$ cat src/pex_pkg.sv
// constants, field layout and state type for the extended control/status slice
// assumes a 16-bit management register space reached over a serial MDC/MDIO frame
package pex_pkg;

    // ------------------------------------------------------------
    // register numbers
    // ------------------------------------------------------------
    localparam logic [4:0] PEX_REG_NP_PARTNER = 5'h08;
    localparam logic [4:0] PEX_REG_RSV_LO = 5'h09;
    localparam logic [4:0] PEX_REG_RSV_HI = 5'h0f;
    localparam logic [4:0] PEX_REG_EXT_CTRL = 5'h10;
    localparam logic [4:0] PEX_REG_QPOLL = 5'h11;

    // ------------------------------------------------------------
    // field positions
    // ------------------------------------------------------------
    localparam int PEX_EC_OVR = 15;
    localparam int PEX_EC_ADDR_MSB = 10;
    localparam int PEX_EC_ADDR_LSB = 6;
    localparam int PEX_EC_SCR_TEST = 5;
    localparam int PEX_EC_NRZI = 3;
    localparam int PEX_EC_INV_TX = 2;
    localparam int PEX_EC_SCR_DIS = 0;
    localparam int PEX_QP_RATE = 15;
    localparam int PEX_QP_DUPLEX = 14;
    localparam int PEX_QP_AN_LSB = 11;

    // ------------------------------------------------------------
    // values after reset
    // ------------------------------------------------------------
    localparam logic [3:0] PEX_NP_CODE_RST = 4'h0;
    localparam logic PEX_OVR_RST = 1'b0;
    localparam logic PEX_SCR_TEST_RST = 1'b0;
    localparam logic PEX_NRZI_RST = 1'b1;
    localparam logic PEX_INV_TX_RST = 1'b0;
    localparam logic PEX_SCR_DIS_RST = 1'b0;
    localparam logic [2:0] PEX_AN_RST = 3'h0;
    localparam logic PEX_ADDR_MSB_VAL = 1'b1;
    localparam logic [3:0] PEX_ADDR_LO_RST = 4'h0;

    // ------------------------------------------------------------
    // serial frame
    // ------------------------------------------------------------
    localparam logic [1:0] PEX_OP_WR = 2'h1;
    localparam logic [1:0] PEX_OP_RD = 2'h2;
    localparam logic [5:0] PEX_PRE_LEN = 6'h20;
    localparam logic [5:0] PEX_HDR_LAST = 6'h0c;
    localparam logic [5:0] PEX_RD_LAST = 6'h10;
    localparam logic [5:0] PEX_WR_LAST = 6'h11;
    localparam logic [1:0] PEX_CAP_DELAY = 2'h2;

    typedef enum logic [2:0] {
        PEX_ST_PRE,
        PEX_ST_HDR,
        PEX_ST_TA,
        PEX_ST_RDAT,
        PEX_ST_WDAT,
        PEX_ST_SKIP
    } pex_mdio_st_t;

endpackage

$ cat src/pex_mdio.sv
// serial management frame engine: preamble, header, turnaround, data
// assumes mdc_rise and mdio_s are already synchronised to clk
`timescale 1ns/10ps
module pex_mdio import pex_pkg::*; (
    // clock and reset
    input wire logic clk,
    input wire logic rst_b,
    // synchronised line
    input wire logic mdc_rise,
    input wire logic mdio_s,
    input wire logic [4:0] phy_addr,
    // register side
    input wire logic [15:0] rd_data,
    output logic rd_stb,
    output logic wr_stb,
    output logic [4:0] reg_addr,
    output logic [15:0] wr_data,
    // driven line
    output logic mdio_out,
    output logic mdio_oe_b
);

    pex_mdio_st_t st_r, st_nxt;
    logic [5:0] cnt_r, cnt_nxt;
    logic [15:0] sh_r, sh_nxt;
    logic [15:0] osh_r, osh_nxt;
    logic [12:0] hdr;
    logic rd_stb_r, rd_stb_nxt, wr_stb_r, wr_stb_nxt;
    logic out_r, out_nxt, oe_b_r, oe_b_nxt;
    logic [4:0] addr_r, addr_nxt;
    logic [15:0] wdat_r, wdat_nxt;

    // ------------------------------------------------------------
    // frame sequencer, advanced on each rising mdc
    // ------------------------------------------------------------
    always_comb begin
        st_nxt = st_r;
        cnt_nxt = cnt_r;
        sh_nxt = sh_r;
        osh_nxt = osh_r;
        out_nxt = out_r;
        oe_b_nxt = oe_b_r;
        addr_nxt = addr_r;
        wdat_nxt = wdat_r;
        rd_stb_nxt = 1'b0;
        wr_stb_nxt = 1'b0;
        hdr = {sh_r[11:0], mdio_s};
        // read word is taken before the register side reacts to the read
        if (rd_stb_r) begin
            osh_nxt = rd_data;
        end
        if (mdc_rise) begin
            case (st_r)
                PEX_ST_PRE: begin
                    if (mdio_s) begin
                        cnt_nxt = (cnt_r == PEX_PRE_LEN) ? cnt_r : cnt_r + 6'h01;
                    end else if (cnt_r == PEX_PRE_LEN) begin
                        st_nxt = PEX_ST_HDR;
                        cnt_nxt = 6'h00;
                    end else begin
                        cnt_nxt = 6'h00;
                    end
                end
                PEX_ST_HDR: begin
                    sh_nxt = {sh_r[14:0], mdio_s};
                    cnt_nxt = cnt_r + 6'h01;
                    if (cnt_r == PEX_HDR_LAST) begin
                        cnt_nxt = 6'h00;
                        addr_nxt = hdr[4:0];
                        if (hdr[12] && hdr[9:5] == phy_addr && hdr[11:10] == PEX_OP_RD) begin
                            st_nxt = PEX_ST_TA;
                            rd_stb_nxt = 1'b1;
                        end else if (hdr[12] && hdr[9:5] == phy_addr && hdr[11:10] == PEX_OP_WR) begin
                            st_nxt = PEX_ST_WDAT;
                        end else begin
                            st_nxt = PEX_ST_SKIP;
                        end
                    end
                end
                PEX_ST_TA: begin
                    oe_b_nxt = 1'b0; // drive the zero of turnaround
                    out_nxt = 1'b0;
                    st_nxt = PEX_ST_RDAT;
                end
                PEX_ST_RDAT: begin
                    cnt_nxt = cnt_r + 6'h01;
                    out_nxt = osh_r[15];
                    osh_nxt = {osh_r[14:0], 1'b0};
                    if (cnt_r == PEX_RD_LAST) begin
                        oe_b_nxt = 1'b1;
                        out_nxt = 1'b0;
                        st_nxt = PEX_ST_PRE;
                        cnt_nxt = 6'h00;
                    end
                end
                PEX_ST_WDAT: begin
                    sh_nxt = {sh_r[14:0], mdio_s};
                    cnt_nxt = cnt_r + 6'h01;
                    if (cnt_r == PEX_WR_LAST) begin
                        wdat_nxt = {sh_r[14:0], mdio_s};
                        wr_stb_nxt = 1'b1;
                        st_nxt = PEX_ST_PRE;
                        cnt_nxt = 6'h00;
                    end
                end
                PEX_ST_SKIP: begin
                    cnt_nxt = cnt_r + 6'h01;
                    if (cnt_r == PEX_WR_LAST) begin
                        st_nxt = PEX_ST_PRE;
                        cnt_nxt = 6'h00;
                    end
                end
                default: begin
                    st_nxt = PEX_ST_PRE;
                    cnt_nxt = 6'h00;
                end
            endcase
        end
    end

    // ------------------------------------------------------------
    // sequencer registers
    // ------------------------------------------------------------
    always_ff @(posedge clk or negedge rst_b) begin
        if (!rst_b) begin
            st_r <= PEX_ST_PRE;
            cnt_r <= 6'h00;
            sh_r <= 16'h0000;
            osh_r <= 16'h0000;
            out_r <= 1'b0;
            oe_b_r <= 1'b1;
            addr_r <= 5'h00;
            wdat_r <= 16'h0000;
            rd_stb_r <= 1'b0;
            wr_stb_r <= 1'b0;
        end else begin
            st_r <= st_nxt;
            cnt_r <= cnt_nxt;
            sh_r <= sh_nxt;
            osh_r <= osh_nxt;
            out_r <= out_nxt;
            oe_b_r <= oe_b_nxt;
            addr_r <= addr_nxt;
            wdat_r <= wdat_nxt;
            rd_stb_r <= rd_stb_nxt;
            wr_stb_r <= wr_stb_nxt;
        end
    end

    assign rd_stb = rd_stb_r;
    assign wr_stb = wr_stb_r;
    assign reg_addr = addr_r;
    assign wr_data = wdat_r;
    assign mdio_out = out_r;
    assign mdio_oe_b = oe_b_r;

endmodule

$ cat src/pex_regs.sv
// extended control and quick-poll status registers behind the serial management port
// assumes mdc, mdio_in and the address straps are asynchronous; datapath inputs share clk
`timescale 1ns/10ps
module pex_regs import pex_pkg::*; (
    // clock and reset
    input wire logic clk,
    input wire logic rst_b,
    // management line
    input wire logic mdc,
    input wire logic mdio_in,
    output logic mdio_out,
    output logic mdio_oe_b,
    // address straps
    input wire logic [3:0] phy_addr_strap,
    // datapath status
    input wire logic [3:0] np_code_rx,
    input wire logic np_code_stb,
    input wire logic link_speed_100,
    input wire logic link_full_duplex,
    input wire logic [2:0] an_progress,
    // datapath control
    output logic cmd_override,
    output logic scr_test_mode,
    output logic nrzi_sel,
    output logic tx_invalid_codes,
    output logic scr_disable
);

    logic [1:0] mdc_sy_r, mdio_sy_r;
    logic mdc_d_r;
    logic [3:0] strap_m_r, strap_s_r;
    logic rd_stb, wr_stb;
    logic [4:0] reg_addr;
    logic [15:0] wr_data, rd_data;
    logic [3:0] np_code_r, np_code_nxt;
    logic ovr_r, ovr_nxt, scr_test_r, scr_test_nxt, nrzi_r, nrzi_nxt;
    logic inv_tx_r, inv_tx_nxt, scr_dis_r, scr_dis_nxt;
    logic [2:0] an_lat_r, an_lat_nxt;
    logic an_held_r, an_held_nxt;
    logic [3:0] addr_lo_r, addr_lo_nxt;
    logic [1:0] cap_cnt_r, cap_cnt_nxt;
    logic cap_done_r, cap_done_nxt;
    logic ext_wr, other_wr, qp_rd, an_follow;

    // ------------------------------------------------------------
    // input synchronisers
    // ------------------------------------------------------------
    always_ff @(posedge clk or negedge rst_b) begin
        if (!rst_b) begin
            mdc_sy_r <= 2'h0;
            mdio_sy_r <= 2'h0;
            mdc_d_r <= 1'b0;
            strap_m_r <= 4'h0;
            strap_s_r <= 4'h0;
        end else begin
            mdc_sy_r <= {mdc_sy_r[0], mdc};
            mdio_sy_r <= {mdio_sy_r[0], mdio_in};
            mdc_d_r <= mdc_sy_r[1];
            strap_m_r <= phy_addr_strap;
            strap_s_r <= strap_m_r;
        end
    end

    // ------------------------------------------------------------
    // frame engine
    // ------------------------------------------------------------
    pex_mdio u_mdio (
        .clk(clk),
        .rst_b(rst_b),
        .mdc_rise(mdc_sy_r[1] & ~mdc_d_r),
        .mdio_s(mdio_sy_r[1]),
        .phy_addr({PEX_ADDR_MSB_VAL, addr_lo_r}),
        .rd_data(rd_data),
        .rd_stb(rd_stb),
        .wr_stb(wr_stb),
        .reg_addr(reg_addr),
        .wr_data(wr_data),
        .mdio_out(mdio_out),
        .mdio_oe_b(mdio_oe_b)
    );

    // ------------------------------------------------------------
    // read data mux
    // ------------------------------------------------------------
    always_comb begin
        rd_data = 16'h0000; // reserved and unmapped registers read zero
        case (reg_addr)
            PEX_REG_NP_PARTNER: rd_data = {12'h000, np_code_r};
            PEX_REG_EXT_CTRL: begin
                rd_data[PEX_EC_OVR] = ovr_r;
                rd_data[PEX_EC_ADDR_MSB:PEX_EC_ADDR_LSB] = {PEX_ADDR_MSB_VAL, addr_lo_r};
                rd_data[PEX_EC_SCR_TEST] = scr_test_r;
                rd_data[PEX_EC_NRZI] = nrzi_r;
                rd_data[PEX_EC_INV_TX] = inv_tx_r;
                rd_data[PEX_EC_SCR_DIS] = scr_dis_r;
            end
            PEX_REG_QPOLL: begin
                rd_data[PEX_QP_RATE] = link_speed_100;
                rd_data[PEX_QP_DUPLEX] = link_full_duplex;
                rd_data[PEX_QP_AN_LSB+2:PEX_QP_AN_LSB] = an_lat_r;
            end
            default: rd_data = 16'h0000;
        endcase
    end

    // ------------------------------------------------------------
    // register next values
    // ------------------------------------------------------------
    assign ext_wr = wr_stb && reg_addr == PEX_REG_EXT_CTRL;
    assign other_wr = wr_stb && reg_addr != PEX_REG_EXT_CTRL;
    assign qp_rd = rd_stb && reg_addr == PEX_REG_QPOLL;
    assign an_follow = !an_held_r || qp_rd;

    always_comb begin
        // partner code follows the receiver only, writes ignored
        np_code_nxt = np_code_stb ? np_code_rx : np_code_r;
        ovr_nxt = ovr_r;
        scr_test_nxt = scr_test_r;
        nrzi_nxt = nrzi_r;
        inv_tx_nxt = inv_tx_r;
        scr_dis_nxt = scr_dis_r;
        if (ext_wr) begin
            ovr_nxt = wr_data[PEX_EC_OVR];
            scr_test_nxt = wr_data[PEX_EC_SCR_TEST];
            nrzi_nxt = wr_data[PEX_EC_NRZI];
            inv_tx_nxt = wr_data[PEX_EC_INV_TX];
            scr_dis_nxt = wr_data[PEX_EC_SCR_DIS];
        end else if (other_wr) begin
            ovr_nxt = 1'b0; // consumed by the next write elsewhere
        end
        // progress code tracks until a nonzero change, then holds to the read
        an_lat_nxt = an_follow ? an_progress : an_lat_r;
        an_held_nxt = an_follow ? (an_progress != PEX_AN_RST && an_progress != an_lat_r) : 1'b1;
        // straps are caught once the synchroniser has filled
        addr_lo_nxt = addr_lo_r;
        cap_cnt_nxt = cap_cnt_r;
        cap_done_nxt = cap_done_r;
        if (!cap_done_r) begin
            cap_cnt_nxt = cap_cnt_r + 2'h1;
            if (cap_cnt_r == PEX_CAP_DELAY) begin
                addr_lo_nxt = strap_s_r;
                cap_done_nxt = 1'b1;
            end
        end
    end

    // ------------------------------------------------------------
    // register state
    // ------------------------------------------------------------
    always_ff @(posedge clk or negedge rst_b) begin
        if (!rst_b) begin
            np_code_r <= PEX_NP_CODE_RST;
            ovr_r <= PEX_OVR_RST;
            scr_test_r <= PEX_SCR_TEST_RST;
            nrzi_r <= PEX_NRZI_RST;
            inv_tx_r <= PEX_INV_TX_RST;
            scr_dis_r <= PEX_SCR_DIS_RST;
            an_lat_r <= PEX_AN_RST;
            an_held_r <= 1'b0;
            addr_lo_r <= PEX_ADDR_LO_RST;
            cap_cnt_r <= 2'h0;
            cap_done_r <= 1'b0;
        end else begin
            np_code_r <= np_code_nxt;
            ovr_r <= ovr_nxt;
            scr_test_r <= scr_test_nxt;
            nrzi_r <= nrzi_nxt;
            inv_tx_r <= inv_tx_nxt;
            scr_dis_r <= scr_dis_nxt;
            an_lat_r <= an_lat_nxt;
            an_held_r <= an_held_nxt;
            addr_lo_r <= addr_lo_nxt;
            cap_cnt_r <= cap_cnt_nxt;
            cap_done_r <= cap_done_nxt;
        end
    end

    assign cmd_override = ovr_r;
    assign scr_test_mode = scr_test_r;
    assign nrzi_sel = nrzi_r;
    assign tx_invalid_codes = inv_tx_r;
    assign scr_disable = scr_dis_r;
endmodule

$ cat config.mk
export PLATFORM = sky130hd
export DESIGN_NAME = pex_regs
export DESIGN_NICKNAME = d
export VERILOG_FILES = /design/src/pex_pkg.sv /design/src/pex_mdio.sv /design/src/pex_regs.sv
export SDC_FILE = /design/constraint.sdc
export NUM_CORES = 1
export LEC_CHECK = 0
export BUFFER_PORTS_ARGS = -buffer_cell sky130_fd_sc_hd__buf_2
export CORE_ASPECT_RATIO = 0.8
export CORE_UTILIZATION = 55
export CTS_BUF_LIST = sky130_fd_sc_hd__clkbuf_16
export DETAILED_ROUTE_END_ITERATION = 16
export MAX_ROUTING_LAYER = met4
export PLACE_DENSITY = 0.84
export SKIP_LAST_GASP = 1
export SYNTH_ARGS = -nofsm -noshare
export SYNTH_HDL_FRONTEND = slang
export SYNTH_SLANG_ARGS = --single-unit
$ cat constraint.sdc
create_clock -name clk -period 2.5 [get_ports clk]
set_clock_uncertainty 0.15 [all_clocks]
set_input_delay 0.25 -clock clk [delete_from_list [all_inputs] [get_ports clk]]
set_output_delay 0.25 -clock clk [all_outputs]
set_load 0.02 [all_outputs]
==> qor.txt <==
Final Cycle Share -> 94.3%
synth unique cells -> 49
num ports -> 25
Tot Pwr -> 2.94 mW
Final min period -> 2.36 ns
CORE AREA -> 0.00647 mm²
worst-path cell chain -> inv_1 > ha_1 > nand4b_1 > o311ai_0 > and3_1 > nor2_1 > mux2_2
Clock Tree Root -> clkbuf_16
clock-pin slew on the worst setup and hold paths -> 0.06 ns
Ant. Diodes -> 0
Max Cap Viol -> 0
Synth top area share -> 56.8%
DRC violations left -> 0
register area share after synthesis -> 58.2%
Worst setup SP type -> flip-flop
1st-iter DRT viols -> 265
net count after synthesis -> 329
Post-Syn Instances -> 307
vias per cell -> 5.84
number of resized instances in the post-cts repair step -> 0
commonest non-fill, non-tap cell in the layout -> dfrtp_1
htree depth -> 3
post-layout net count -> 371
critical path required time -> 2.57 ns
top cells by area, synth -> dfrtp_1, mux2_2, a221oi_1
hold slack -> 0.0175 ns
crit path DAT -> 2.43 ns
largest area contributor in the netlist -> dfrtp_1
Netlist Area Pre-Place -> 0.00374 mm²
Longest Clk Path Bufs -> 2
Clk Latency, worst-skew pair -> 0.34 ns
cell family with most CP delay -> simple AND/OR/NAND/NOR gates
commonest cells after routing, fill and taps aside -> dfrtp_1, mux2_2, nor2_1, buf_2, nand2_1
die height -> 75.8 µm
die width -> 94.2 µm
DR WL/cell -> 16.5 µm
gr usage total -> 23.6%
routed wire length -> 7230 µm
hpwl dp -> 4630 µm
setup tns final -> 0 ns
# setup viols final -> 0
Overflow after GRT -> 0
initial antenna violation count -> 0
CP max FO -> 9
Leak Pwr -> 2.14 nW
worst slew pin tran -> 0.681 ns
syn avg cell area -> 12.2 µm²
I/O Buffers -> 24
worst hold path type -> input pin to flip-flop
num rows -> 26
layout cells sized above 1 -> 28.5%
vias -> 2560
Post-CTS Hold Fix Bufs -> 9
max incr delay on CP -> 0.42 ns
Peak Freq -> 424 MHz
area growth from synthesis to layout -> 17.0%
CP bufs+invs -> 1
Slew headroom -> 54.5%
post-CTS setup buffer count -> 0
TritonCTS buffer count -> 9
status -> finished, final reports clean
first-pass GRT wire length -> 12200 µm
Pre-Repair DR Iteration Count -> 5
initial core utilization -> 57.8%
pre-CTS WS -> 0.220 ns
PnR worst setup slack -> 0.142 ns
CP endpoint kind -> flip-flop
GPL Wtd Cong -> 0.856
DIE AREA -> 0.00714 mm²
register bit count reported by yosys -> 87
clock sinks -> 87
fin. max-slew vios -> 0
CTS tree -> done
Post-DRT Antenna Nets -> 0
vias in the first global route -> 2503
Ys Warns -> 0
worst-case vdd ir drop -> 0.000349 V
Critical-path top delay cell -> dfrtp_1
P per Cell Area -> 670 mW/mm²
final hold violation count -> 0
RSZ-0062 raised after global routing -> false
pin count of the biggest net entering global routing -> 45
type of the worst setup path -> flip-flop to flip-flop
where the power goes:
group	leakage [nW]	total (mW)	internal [mW]	switching (mW)
sequential	1.13	1.46	1.44	0.0227
combinational	0.856	0.124	0.0539	0.0696
clock	0.148	1.35	0.788	0.566
total	2.14	2.94	2.28	0.658
cell families after synthesis:
kind of cell	share of synthesized area, %
AO/OA/AOI/OAI	9.39
XOR/XNOR	1.87
adder cells (fa/ha/maj)	1.34
buffers and inverters	2.84
flip-flops	58.2
multiplexers	13.5
AND/OR/NAND/NOR	12.8
metrics by stage:
stage               area [µm²]  utilization (%)  std cells
floorplan                 3740                -        307
global placement          3990             61.6        413
detailed placement        3990             61.6        413
CTS                       4380             67.7        438
global route              4380             67.7        438
finish                    4380             67.7        438
state kept, by name, summed over array words and instances, names as in the netlist, 2 cells and up:
signal and flops:
u_mdio.osh_r 16, u_mdio.sh_r 15, u_mdio.cnt_r 6, u_mdio.reg_addr 5, u_mdio.wr_data 5, addr_lo_r 4, np_code_r 4, strap_m_r 4
strap_s_r 4, an_lat_r 3, u_mdio.st_r 3, cap_cnt_r 2, mdc_sy_r 2, mdio_sy_r 2
cell usage after synthesis, drive strengths merged:
| master | instances |
|---|---|
| dfrtp | 85 |
| mux2 | 42 |
| nor2 | 30 |
| nand2 | 16 |
| a221oi | 13 |
| o21ai | 12 |
| inv | 9 |
| nand3 | 9 |
| a21oi | 7 |
| buf | 7 |
| nor2b | 7 |
| clkbuf | 6 |
| and3 | 5 |
| xor2 | 5 |
| ha | 4 |
| nand2b | 4 |
| nor3 | 4 |
| a22o | 3 |
| nor4 | 3 |
| o22ai | 3 |
| xnor2 | 3 |
| a31oi | 2 |
| dfstp | 2 |
| nand4 | 2 |
| nand4b | 2 |
| nor3b | 2 |
| nor4b | 2 |
| o311ai | 2 |
| or2 | 2 |
| a211o | 1 |
| a21o | 1 |
| a222oi | 1 |
| a32oi | 1 |
| and4b | 1 |
| clkinv | 1 |
| mux2i | 1 |
| nand3b | 1 |
| o211ai | 1 |
| o22a | 1 |
| o31a | 1 |
| o31ai | 1 |
| or3b | 1 |
| or4 | 1 |
layout make-up:
class | instances | area (µm²)
fillers | 449 | 2090
clock inverters | 7 | 80.1
flip-flops and latches | 87 | 2180
multi-input cells | 197 | 1460
clock buffers | 9 | 225
repair buffers | 44 | 295
well taps | 84 | 105
inverters | 10 | 37.5
routing by layer:
| layer | vias to the layer above | track usage (%) | routed length [µm] |
|---|---|---|---|
| li1 | 1190 | - | - |
| met3 | 7 | 7.39 | 421 |
| met2 | 101 | 36.4 | 3480 |
| met4 | 0 | 5.47 | 69 |
| met1 | 1262 | 30.7 | 3260 |
| met5 | - | - | 0 |
final timing paths:
path	from	to	slack (ns)	cells after the start
worst min register to register	strap_m_r[0]	strap_s_r[0]	0.20	0
min in group asynchronous	rst_b	strap_m_r[2]	0.29	2
max in group asynchronous	rst_b	nrzi_sel	1.16	3
worst max-delay path	u_mdio.cnt_r[0]	u_mdio.cnt_r[0]	0.14	7
worst min-delay path	np_code_rx[0]	np_code_r[0]	0.02	2
worst max register to register	u_mdio.cnt_r[0]	u_mdio.cnt_r[0]	0.14	7
Note: power is estimated with default switching activity, not from simulation.
